## src/rtl/i2sf_pkg.sv

```systemverilog
package i2sf_pkg;

  // Register byte addresses on the AXI4-Lite bus
  localparam logic [31:0] I2SF_STATUS_ADDR  = 32'hE010C304;
  localparam logic [31:0] I2SF_CONTROL_ADDR = 32'hE010C308;
  localparam logic [31:0] I2SF_EVENT_ADDR   = 32'hE010C310;

  // Field positions, shared by status, control and event registers; the SCL bit is in status only
  localparam int I2SF_NACK_BIT   = 2;
  localparam int I2SF_MREQ_BIT   = 3;
  localparam int I2SF_SREQ_BIT   = 4;
  localparam int I2SF_ACTIVE_BIT = 5;
  localparam int I2SF_SCL_BIT    = 6;

  // Values after reset
  localparam logic [31:0] I2SF_CONTROL_RST = 32'h00000000;
  localparam logic [31:0] I2SF_EVENT_RST   = 32'h00000000;
  localparam logic        I2SF_FLAG_RST    = 1'h0;
  localparam logic [1:0]  I2SF_PIN_RST     = 2'h3;

  // AXI responses
  localparam logic [1:0] I2SF_RESP_OKAY   = 2'h0;
  localparam logic [1:0] I2SF_RESP_SLVERR = 2'h2;

  // Byte engine report, valid in the cycle a byte finishes
  typedef struct packed {
    logic byte_done;   // One-cycle pulse after the ack slot
    logic ack_seen;    // Receiver drove ack in that slot
    logic master_tx;   // Byte went out as master transmitter
    logic slave_tx;    // Byte went out as slave transmitter
    logic stop_req;    // Byte carried a STOP request
  } i2sf_engine_t;

  // Transmit FIFO view from the CPU side
  typedef struct packed {
    logic mtx_write;   // Byte written into master TX FIFO
    logic stx_write;   // Byte written into slave TX FIFO
    logic mtx_empty;   // Master TX FIFO empty
    logic stx_empty;   // Slave TX FIFO empty
  } i2sf_fifo_t;

  typedef enum logic [1:0] {
    I2SF_WR_IDLE = 2'b01,
    I2SF_WR_RESP = 2'b10
  } i2sf_wr_state_t;

  typedef enum logic [1:0] {
    I2SF_RD_IDLE = 2'b01,
    I2SF_RD_DATA = 2'b10
  } i2sf_rd_state_t;

endpackage

```

## src/rtl/i2sf_status.sv

```systemverilog
// The implementer's own choice: register access over AXI4-Lite.
`timescale 1ns/1ps
// Notes on behaviour
// RULE1: unacknowledged master-transmitted byte sets no-ack flag
// RULE2: master TX FIFO write clears no-ack flag
// RULE3: master starvation flag, cleared by master FIFO write
// RULE4: master starved without STOP holds SCL low
// RULE5: slave starvation flag, cleared by slave FIFO write
// RULE6: slave starved after ack holds SCL low
// RULE7: START sets bus-active, STOP clears it
// RULE8: status bit six reads live SCL level
// RULE9: all four flags reset to zero
// RULE10: flags interrupt only when enabled in control
// RULE11: software writes cannot change these status bits
module i2sf_status
  import i2sf_pkg::*;
(
  input  wire logic         aclk,
  input  wire logic         aresetn,
  // AXI4-Lite slave
  input  wire logic [31:0]  s_axi_awaddr,
  input  wire logic         s_axi_awvalid,
  output logic              s_axi_awready,
  input  wire logic [31:0]  s_axi_wdata,
  input  wire logic [3:0]   s_axi_wstrb,
  input  wire logic         s_axi_wvalid,
  output logic              s_axi_wready,
  output logic [1:0]        s_axi_bresp,
  output logic              s_axi_bvalid,
  input  wire logic         s_axi_bready,
  input  wire logic [31:0]  s_axi_araddr,
  input  wire logic         s_axi_arvalid,
  output logic              s_axi_arready,
  output logic [31:0]       s_axi_rdata,
  output logic [1:0]        s_axi_rresp,
  output logic              s_axi_rvalid,
  input  wire logic         s_axi_rready,
  // Controller side
  input  wire i2sf_engine_t engine,
  input  wire i2sf_fifo_t   fifo,
  // Bus pins
  input  wire logic         scl_i,
  input  wire logic         sda_i,
  output logic              scl_o,
  output logic              scl_oe,
  output logic              irq
);

  // Pin levels after synchronisation
  logic [1:0] pin_lvl;
  logic       scl_lvl, sda_lvl;
  logic       sda_prev_reg, sda_prev_next;
  logic       start_det, stop_det;

  i2sf_sync #(
    .W   (2),
    .RST (I2SF_PIN_RST)
  ) u_sync (
    .aclk     (aclk),
    .aresetn  (aresetn),
    .async_in ({scl_i, sda_i}),
    .level    (pin_lvl)
  );

  assign scl_lvl = pin_lvl[1];
  assign sda_lvl = pin_lvl[0];

  // START is SDA falling with SCL high, STOP is SDA rising
  always_comb begin
    sda_prev_next = sda_lvl;
    start_det     = scl_lvl && sda_prev_reg && !sda_lvl;
    stop_det      = scl_lvl && !sda_prev_reg && sda_lvl;
  end

  always_ff @(posedge aclk) begin
    if (!aresetn) begin
      sda_prev_reg <= I2SF_PIN_RST[0];
    end else begin
      sda_prev_reg <= sda_prev_next;
    end
  end

  // Flags and their set and clear terms
  logic nack_reg, nack_next;
  logic mreq_reg, mreq_next;
  logic sreq_reg, sreq_next;
  logic active_reg, active_next;
  logic nack_set, mreq_set, sreq_set;
  logic scl_oe_reg, scl_oe_next;

  assign nack_set = engine.byte_done && engine.master_tx && !engine.ack_seen;
  assign mreq_set = engine.byte_done && engine.master_tx
                    && fifo.mtx_empty && !engine.stop_req;
  assign sreq_set = engine.byte_done && engine.slave_tx
                    && engine.ack_seen && fifo.stx_empty;

  // Set wins over a FIFO write in the same cycle
  always_comb begin
    nack_next = nack_reg;
    if (fifo.mtx_write) nack_next = 1'b0;             // RULE2
    if (nack_set) nack_next = 1'b1;                   // RULE1
    mreq_next = mreq_reg;
    if (fifo.mtx_write) mreq_next = 1'b0;             // RULE3
    if (mreq_set) mreq_next = 1'b1;                   // RULE3
    sreq_next = sreq_reg;
    if (fifo.stx_write) sreq_next = 1'b0;             // RULE5
    if (sreq_set) sreq_next = 1'b1;                   // RULE5
    active_next = active_reg;
    if (stop_det) active_next = 1'b0;                 // RULE7
    if (start_det) active_next = 1'b1;                // RULE7
    // Stretch SCL while either transmitter waits for data
    scl_oe_next = mreq_next || sreq_next;             // RULE4 RULE6
  end

  // Flags come only from hardware, never from bus writes
  always_ff @(posedge aclk) begin
    if (!aresetn) begin
      nack_reg   <= I2SF_FLAG_RST;                    // RULE9
      mreq_reg   <= I2SF_FLAG_RST;                    // RULE9
      sreq_reg   <= I2SF_FLAG_RST;                    // RULE9
      active_reg <= I2SF_FLAG_RST;                    // RULE9
      scl_oe_reg <= 1'b0;
    end else begin
      nack_reg   <= nack_next;                        // RULE11
      mreq_reg   <= mreq_next;
      sreq_reg   <= sreq_next;
      active_reg <= active_next;
      scl_oe_reg <= scl_oe_next;
    end
  end

  assign scl_oe = scl_oe_reg;
  assign scl_o  = 1'b0;

  // Live status word
  logic [31:0] status_word;
  always_comb begin
    status_word                  = 32'h00000000;
    status_word[I2SF_NACK_BIT]   = nack_reg;
    status_word[I2SF_MREQ_BIT]   = mreq_reg;
    status_word[I2SF_SREQ_BIT]   = sreq_reg;
    status_word[I2SF_ACTIVE_BIT] = active_reg;
    status_word[I2SF_SCL_BIT]    = scl_lvl;           // RULE8
  end

  // Register bus: write channel
  i2sf_wr_state_t wr_state_reg, wr_state_next;
  logic        aw_got_reg, aw_got_next, w_got_reg, w_got_next;
  logic [31:0] awaddr_reg, awaddr_next, wdata_reg, wdata_next;
  logic [3:0]  wstrb_reg, wstrb_next;
  logic        awready_reg, awready_next, wready_reg, wready_next;
  logic        bvalid_reg, bvalid_next;
  logic [1:0]  bresp_reg, bresp_next;
  logic [31:0] ctrl_reg, ctrl_next;
  logic        aw_fire, w_fire, wr_do;
  logic [31:0] wr_addr, wr_data;
  logic [3:0]  wr_strb;

  assign aw_fire = s_axi_awvalid && awready_reg;
  assign w_fire  = s_axi_wvalid && wready_reg;
  assign wr_do   = (wr_state_reg == I2SF_WR_IDLE)
                   && (aw_got_reg || aw_fire) && (w_got_reg || w_fire);
  assign wr_addr = aw_fire ? s_axi_awaddr : awaddr_reg;
  assign wr_data = w_fire ? s_axi_wdata : wdata_reg;
  assign wr_strb = w_fire ? s_axi_wstrb : wstrb_reg;

  // Address and data in either order, then one response
  always_comb begin
    wr_state_next = wr_state_reg;
    aw_got_next   = aw_got_reg || aw_fire;
    w_got_next    = w_got_reg || w_fire;
    awaddr_next   = aw_fire ? s_axi_awaddr : awaddr_reg;
    wdata_next    = w_fire ? s_axi_wdata : wdata_reg;
    wstrb_next    = w_fire ? s_axi_wstrb : wstrb_reg;
    bvalid_next   = bvalid_reg;
    bresp_next    = bresp_reg;
    ctrl_next     = ctrl_reg;
    case (wr_state_reg)
      I2SF_WR_IDLE: begin
        if (wr_do) begin
          wr_state_next = I2SF_WR_RESP;
          aw_got_next   = 1'b0;
          w_got_next    = 1'b0;
          bvalid_next   = 1'b1;
          bresp_next    = I2SF_RESP_OKAY;
          if (wr_addr == I2SF_CONTROL_ADDR) begin
            for (int b = 0; b < 4; b++) begin
              if (wr_strb[b]) ctrl_next[b*8 +: 8] = wr_data[b*8 +: 8];
            end
          end else if (wr_addr != I2SF_STATUS_ADDR
                       && wr_addr != I2SF_EVENT_ADDR) begin
            bresp_next = I2SF_RESP_SLVERR;
          end
        end
      end
      I2SF_WR_RESP: begin
        if (s_axi_bready) begin
          wr_state_next = I2SF_WR_IDLE;
          bvalid_next   = 1'b0;
        end
      end
      default: begin
        wr_state_next = I2SF_WR_IDLE;
        bvalid_next   = 1'b0;
      end
    endcase
    awready_next = (wr_state_next == I2SF_WR_IDLE) && !aw_got_next;
    wready_next  = (wr_state_next == I2SF_WR_IDLE) && !w_got_next;
  end

  always_ff @(posedge aclk) begin
    if (!aresetn) begin
      wr_state_reg <= I2SF_WR_IDLE;
      aw_got_reg   <= 1'b0;
      w_got_reg    <= 1'b0;
      awaddr_reg   <= 32'h00000000;
      wdata_reg    <= 32'h00000000;
      wstrb_reg    <= 4'h0;
      awready_reg  <= 1'b0;
      wready_reg   <= 1'b0;
      bvalid_reg   <= 1'b0;
      bresp_reg    <= I2SF_RESP_OKAY;
      ctrl_reg     <= I2SF_CONTROL_RST;
    end else begin
      wr_state_reg <= wr_state_next;
      aw_got_reg   <= aw_got_next;
      w_got_reg    <= w_got_next;
      awaddr_reg   <= awaddr_next;
      wdata_reg    <= wdata_next;
      wstrb_reg    <= wstrb_next;
      awready_reg  <= awready_next;
      wready_reg   <= wready_next;
      bvalid_reg   <= bvalid_next;
      bresp_reg    <= bresp_next;
      ctrl_reg     <= ctrl_next;
    end
  end

  // Register bus: read channel and event register
  i2sf_rd_state_t rd_state_reg, rd_state_next;
  logic        arready_reg, arready_next, rvalid_reg, rvalid_next;
  logic [31:0] rdata_reg, rdata_next, event_reg, event_next;
  logic [1:0]  rresp_reg, rresp_next;
  logic        ar_fire, irq_reg, irq_next;
  logic [31:0] event_set;

  assign ar_fire = s_axi_arvalid && arready_reg;

  always_comb begin
    event_set                  = 32'h00000000;
    event_set[I2SF_NACK_BIT]   = nack_set;
    event_set[I2SF_MREQ_BIT]   = mreq_set;
    event_set[I2SF_SREQ_BIT]   = sreq_set;
    event_set[I2SF_ACTIVE_BIT] = start_det;
  end

  // Read clears the event bits; a new event that cycle survives
  always_comb begin
    rd_state_next = rd_state_reg;
    rvalid_next   = rvalid_reg;
    rdata_next    = rdata_reg;
    rresp_next    = rresp_reg;
    event_next    = event_reg;
    case (rd_state_reg)
      I2SF_RD_IDLE: begin
        if (ar_fire) begin
          rd_state_next = I2SF_RD_DATA;
          rvalid_next   = 1'b1;
          rresp_next    = I2SF_RESP_OKAY;
          rdata_next    = 32'h00000000;
          case (s_axi_araddr)
            I2SF_STATUS_ADDR:  rdata_next = status_word;  // RULE8
            I2SF_CONTROL_ADDR: rdata_next = ctrl_reg;
            I2SF_EVENT_ADDR: begin
              rdata_next = event_reg;
              event_next = 32'h00000000;
            end
            default:           rresp_next = I2SF_RESP_SLVERR;
          endcase
        end
      end
      I2SF_RD_DATA: begin
        if (s_axi_rready) begin
          rd_state_next = I2SF_RD_IDLE;
          rvalid_next   = 1'b0;
        end
      end
      default: begin
        rd_state_next = I2SF_RD_IDLE;
        rvalid_next   = 1'b0;
      end
    endcase
    event_next   = event_next | event_set;
    arready_next = (rd_state_next == I2SF_RD_IDLE);
    irq_next     = |(event_next & ctrl_next);         // RULE10
  end

  always_ff @(posedge aclk) begin
    if (!aresetn) begin
      rd_state_reg <= I2SF_RD_IDLE;
      arready_reg  <= 1'b0;
      rvalid_reg   <= 1'b0;
      rdata_reg    <= 32'h00000000;
      rresp_reg    <= I2SF_RESP_OKAY;
      event_reg    <= I2SF_EVENT_RST;
      irq_reg      <= 1'b0;
    end else begin
      rd_state_reg <= rd_state_next;
      arready_reg  <= arready_next;
      rvalid_reg   <= rvalid_next;
      rdata_reg    <= rdata_next;
      rresp_reg    <= rresp_next;
      event_reg    <= event_next;
      irq_reg      <= irq_next;
    end
  end

  assign s_axi_awready = awready_reg;
  assign s_axi_wready  = wready_reg;
  assign s_axi_bvalid  = bvalid_reg;
  assign s_axi_bresp   = bresp_reg;
  assign s_axi_arready = arready_reg;
  assign s_axi_rvalid  = rvalid_reg;
  assign s_axi_rdata   = rdata_reg;
  assign s_axi_rresp   = rresp_reg;
  assign irq           = irq_reg;

  // Checks on flag behaviour
  property p_nack_set;
    @(posedge aclk) disable iff (!aresetn)
    nack_set |=> nack_reg;
  endproperty
  a_nack_set: assert property (p_nack_set)  // RULE1
    else $error("no-ack flag not set after missing ack");

  property p_nack_keep_clear;
    @(posedge aclk) disable iff (!aresetn)
    engine.byte_done && engine.ack_seen && !nack_reg |=> !nack_reg;
  endproperty
  a_nack_keep_clear: assert property (p_nack_keep_clear)  // RULE1
    else $error("no-ack flag set despite ack");

  property p_nack_clear;
    @(posedge aclk) disable iff (!aresetn)
    fifo.mtx_write && !nack_set |=> !nack_reg;
  endproperty
  a_nack_clear: assert property (p_nack_clear)  // RULE2
    else $error("no-ack flag survived master FIFO write");

  property p_mreq;
    @(posedge aclk) disable iff (!aresetn)
    (mreq_set |=> mreq_reg)
    and (mreq_reg && !fifo.mtx_write |=> mreq_reg)
    and (fifo.mtx_write && !mreq_set |=> !mreq_reg);
  endproperty
  a_mreq: assert property (p_mreq)  // RULE3
    else $error("master request flag wrong");

  property p_mhold;
    @(posedge aclk) disable iff (!aresetn)
    mreq_set |=> scl_oe && !scl_o;
  endproperty
  a_mhold: assert property (p_mhold)  // RULE4
    else $error("SCL not held low for starved master");

  property p_sreq;
    @(posedge aclk) disable iff (!aresetn)
    fifo.stx_write && !sreq_set |=> !sreq_reg;
  endproperty
  a_sreq: assert property (p_sreq)  // RULE5
    else $error("slave request flag survived slave FIFO write");

  property p_shold;
    @(posedge aclk) disable iff (!aresetn)
    sreq_set ##1 !fifo.stx_write |=> scl_oe;
  endproperty
  a_shold: assert property (p_shold)  // RULE6
    else $error("SCL released while slave starved");

  property p_active;
    @(posedge aclk) disable iff (!aresetn)
    (start_det |=> active_reg) and (stop_det |=> !active_reg);
  endproperty
  a_active: assert property (p_active)  // RULE7
    else $error("bus-active flag does not follow START/STOP");

  property p_scl_read;
    @(posedge aclk) disable iff (!aresetn)
    ar_fire && s_axi_araddr == I2SF_STATUS_ADDR
      |=> s_axi_rdata[I2SF_SCL_BIT] == $past(scl_lvl);
  endproperty
  a_scl_read: assert property (p_scl_read)  // RULE8
    else $error("status SCL bit differs from line level");

  property p_reset;
    @(posedge aclk)
    !aresetn |=> !nack_reg && !mreq_reg && !sreq_reg && !active_reg;
  endproperty
  a_reset: assert property (p_reset)  // RULE9
    else $error("flags not cleared by reset");

  property p_irq;
    @(posedge aclk) disable iff (!aresetn)
    irq == |(event_reg & ctrl_reg);
  endproperty
  a_irq: assert property (p_irq)  // RULE10
    else $error("interrupt does not match enabled events");

  property p_sw_write;
    @(posedge aclk) disable iff (!aresetn)
    wr_do && wr_addr == I2SF_STATUS_ADDR && !start_det && !stop_det
      |=> $stable(active_reg);
  endproperty
  a_sw_write: assert property (p_sw_write)  // RULE11
    else $error("status write changed bus-active flag");

  c_nack:  cover property (@(posedge aclk) nack_set ##1 fifo.mtx_write);
  c_mhold: cover property (@(posedge aclk) mreq_set ##[1:50] !scl_oe);
  c_busy:  cover property (@(posedge aclk) start_det ##[1:500] stop_det);
  c_irq:   cover property (@(posedge aclk) $rose(irq));

endmodule

```

## src/rtl/i2sf_sync.sv

```systemverilog
`timescale 1ns/1ps
module i2sf_sync
  import i2sf_pkg::*;
#(
  parameter int         W   = 2,
  parameter logic [1:0] RST = I2SF_PIN_RST
) (
  input  wire logic         aclk,
  input  wire logic         aresetn,
  input  wire logic [W-1:0] async_in,
  output logic      [W-1:0] level
);

  logic [W-1:0] s1_reg, s2_reg, s3_reg, lvl_reg;
  logic [W-1:0] lvl_next;

  // Accept a new level only once stages two and three agree
  always_comb begin
    lvl_next = lvl_reg;
    for (int i = 0; i < W; i++) begin
      if (s2_reg[i] == s3_reg[i]) begin
        lvl_next[i] = s3_reg[i];
      end
    end
  end

  // Three-stage chain plus filtered level
  always_ff @(posedge aclk) begin
    if (!aresetn) begin
      s1_reg  <= RST[W-1:0];
      s2_reg  <= RST[W-1:0];
      s3_reg  <= RST[W-1:0];
      lvl_reg <= RST[W-1:0];
    end else begin
      s1_reg  <= async_in;
      s2_reg  <= s1_reg;
      s3_reg  <= s2_reg;
      lvl_reg <= lvl_next;
    end
  end

  assign level = lvl_reg;

endmodule

```

## config.mk

```make
export PLATFORM = sky130hd
export DESIGN_NAME = i2sf_status
export DESIGN_NICKNAME = d
export VERILOG_FILES = /design/src/rtl/i2sf_pkg.sv /design/src/rtl/i2sf_status.sv /design/src/rtl/i2sf_sync.sv
export SDC_FILE = /design/constraint.sdc
export NUM_CORES = 1
export LEC_CHECK = 0
export BUFFER_PORTS_ARGS = -buffer_cell sky130_fd_sc_hd__buf_2
export CAP_MARGIN = 40
export CORE_MARGIN = 3
export CORE_UTILIZATION = 45
export DETAILED_ROUTE_END_ITERATION = 8
export GPL_TIMING_DRIVEN = 0
export PLACE_DENSITY = 0.68
export SKIP_CTS_REPAIR_TIMING = 1
export SLEW_MARGIN = 10
export SYNTH_ARGS = -nofsm -noshare
export SYNTH_HDL_FRONTEND = slang
export SYNTH_SLANG_ARGS = --single-unit
```

## constraint.sdc

```tcl
create_clock -name aclk -period 3.2 [get_ports aclk]
set_input_delay 0.16 -clock aclk [delete_from_list [all_inputs] [get_ports aclk]]
set_output_delay 0.16 -clock aclk [all_outputs]
set_load 0.005 [all_outputs]
```

==> flow_summary.ini <==
[status]
status = finished, violations left
violations = hold timing

[floorplan]
dieArea_sq_um = 18450
die_w_um = 135.8
fp-row-count = 46
ios = 162
initial_utilization = 0.4690
chipHeight_um = 135.8
core_sq_um = 16170

[synthesis]
synth_edf_count = 0
async_flop_share = 0
yosys-top-cells-area = dfxtp_1, mux2_2, and2_1
syn_area_per_cell_sq_um = 9.565
yosys_register_bits = 192
ys.warnings.count = 0
netlist.area_leader.share = 0.5068
syn_area_sq_um = 7585
ys_seq_area_frac = 0.5068
syn-instance-count = 793
synth_top_cell_by_area = dfxtp_1
synthFlopType = dfxtp_1
synth.distinct_cells = 56

[timing]
hold_viol_final = 4
skew_ps = 15.49
layout_min_cycle_time_ps = 3034
rsz0062_at_grt = false
worst_slew_pin_slew_ps = 815.6
finalSetupViolCount = 0
clock.fmax_ghz = 0.3296
drv_slew = 0
whs_ps = -18.52
min_period_over_period = 0.9482
tns_ps = 0
relSlewSlack = 0.4563

[route]
drc_errors = 0
drt_first_iter_violations = 389
wl_per_cell_um = 17.11
final_antenna_net_count = 0
viasPerCell = 5.329
firstDrtPassIters = 5
routed_wl_um = 20990
vias = 6539

[global_route]
use_met1 = 0.3083
grt_usage = 0.2207
grt-busiest-layer = met2
use_met3 = 0.05070
grt_first_pass_wirelength_um = 31370
grt_max_degree = 18
use_met2 = 0.3410
overflow = 0
grt_pass1_vias = 6143
grt_antenna_before_repair = 0

[clocking]
numCtsBuffers = 17
cts.sinks = 192
h-tree-depth = 4
clkLatencyLatePin_ps = 440
clock_path_buffers = 2
clk_pin_slew_ps = 70
cts_root_buf = clkbuf_16
cts_tree = yes

[final_layout]
nFillCells = 1416
nNetsFinal = 1120
mostFrequentLayoutCell = dfxtp_1
final_area_sq_um = 9597
antennaDiodeCount = 0
layout-drive-gt1-share = 0.2720
area_growth_pct = 26.53
layout.cells.most_common_list = dfxtp_1, buf_2, nor2_1, nand2_1, and2_1

[worst_setup_path]
r2r-start = s_axi_awready$_SDFF_PN0_
crit_required_ps = 3500
crit_path_end_kind = flip-flop
r2r_slack_ps = 170
start_kind = flip-flop
worstPathMaxFanout = 9
r2r-end = irq$_SDFF_PN0_
reg2regPathDepth = 11
crit_type = reg2reg
arrival_ps = 3330

[power]
sw_frac_of_total = 0.2842
ir_worst_vdd_v = 0.0003991
p_per_area_nw_per_um2 = 652.3
power.switching_mw = 1.779
p_seq_frac = 0.441
total_power_mw = 6.260
p_int_mw = 4.481
power.leakage_nw = 4.178
p_comb_frac = 0.202
clkPwrFrac = 0.358

[hold_path]
hold_start = s_axi_awaddr[14]
min_path_cells = 3
hold_class = in2reg
hold_path_end = awaddr_reg[14]$_SDFF_PN0_

[place]
gp_congestion = 0.8296
dpl.hpwl_um = 15040
port-buffer-count = 158
dpl_cell_area_sq_um = 8658

[flow_run]
drv_cap = 0
==> synth_stat cells, types with 9 or more instances <==
library cell,count
nand2_1,79
inv_1,10
a21oi_1,49
nor3_1,29
clkbuf_1,41
and2_1,63
nand2b_1,12
nor2_1,81
mux2_2,54
dfxtp_1,192
a22oi_1,10
nand4_1,9
and3_1,28
a221oi_1,27
mux2i_1,11
==> worst max path at each step <==
| stage | endpoint | slack [ps] | start |
|---|---|---|---|
| 4_1_cts | irq$_SDFF_PN0_ | -100 | awaddr_reg[24]$_SDFF_PN0_ |
| 6_report | irq$_SDFF_PN0_ | 170 | s_axi_awready$_SDFF_PN0_ |
| 5_1_grt | irq$_SDFF_PN0_ | 6 | awaddr_reg[10]$_SDFF_PN0_ |
| 3_5_place_dp | irq$_SDFF_PN0_ | -90 | awaddr_reg[24]$_SDFF_PN0_ |
| 2_1_floorplan | irq$_SDFF_PN0_ | 570 | awaddr_reg[21]$_SDFF_PN0_ |
| 3_3_place_gp | irq$_SDFF_PN0_ | -80 | awaddr_reg[24]$_SDFF_PN0_ |
==> per-stage QoR <==
step                      instances    util  setup slack [ps]
final                          1227  0.5934             165.8
after global routing           1227  0.5934             5.962
after CTS                      1202  0.5740            -102.7
after detailed placement       1170  0.5354            -93.02
after global placement         1169  0.5350            -77.05
after floorplan                 795       -             573.5
==> worst max-delay path, stage by stage, from the launching register on <==
cell and delay [ps]:
dfxtp_1 320, and2_1 130, buf_2 200, or3_4 370, a21oi_4 280, o2111ai_4 270, buf_4 220, mux2_2 270
a22oi_1 190, o2111ai_2 180, nor4_2 330, o22ai_1 130
==> kinds of logic after synthesis <==
kind of cell,count (synthesis),share of synthesized area
AOI/OAI and AO/OA,124,0.1188
buffers and inverters,63,0.03332
adders and majority gates,4,0.006599
other,1,0.0004944
DFF,192,0.5068
muxes,67,0.09815
xor gates and xnor gates,2,0.002310
and+or+nand+nor,340,0.2336
==> per-layer routing <==
layer  vias to the layer above  wire length, um  share of wire
met4                         0              307          0.015
met1                      3073             9999           0.48
met3                        25             1427          0.068
met2                       228             9257           0.44
met5                         -                0              0
li1                       3213                -              -
==> final cells by class <==
cell class,count,area (sq um),share of cell area
clock buffers,19,452.9,0.04720
well taps,216,270.3,0.02816
flip-flops and latches,192,3844,0.4005
plain buffers,52,211.5,0.02203
clock inverters,13,171.4,0.01786
repair buffers,185,1044,0.1087
multi-input cells,540,3566,0.3716
inverters,10,37.54,0.003911
==> power by group through the flow <==
stage | registers [mW] | clock network [mW] | logic (mW)
after floorplan | 2.80 | 0 | 0.780
after global placement | 2.80 | 0 | 1.21
after detailed placement | 2.81 | 0 | 1.22
after CTS | 2.76 | 2.25 | 1.23
after global routing | 2.79 | 2.35 | 1.43
final | 2.76 | 2.24 | 1.26
(Power assumes the default switching activity.)
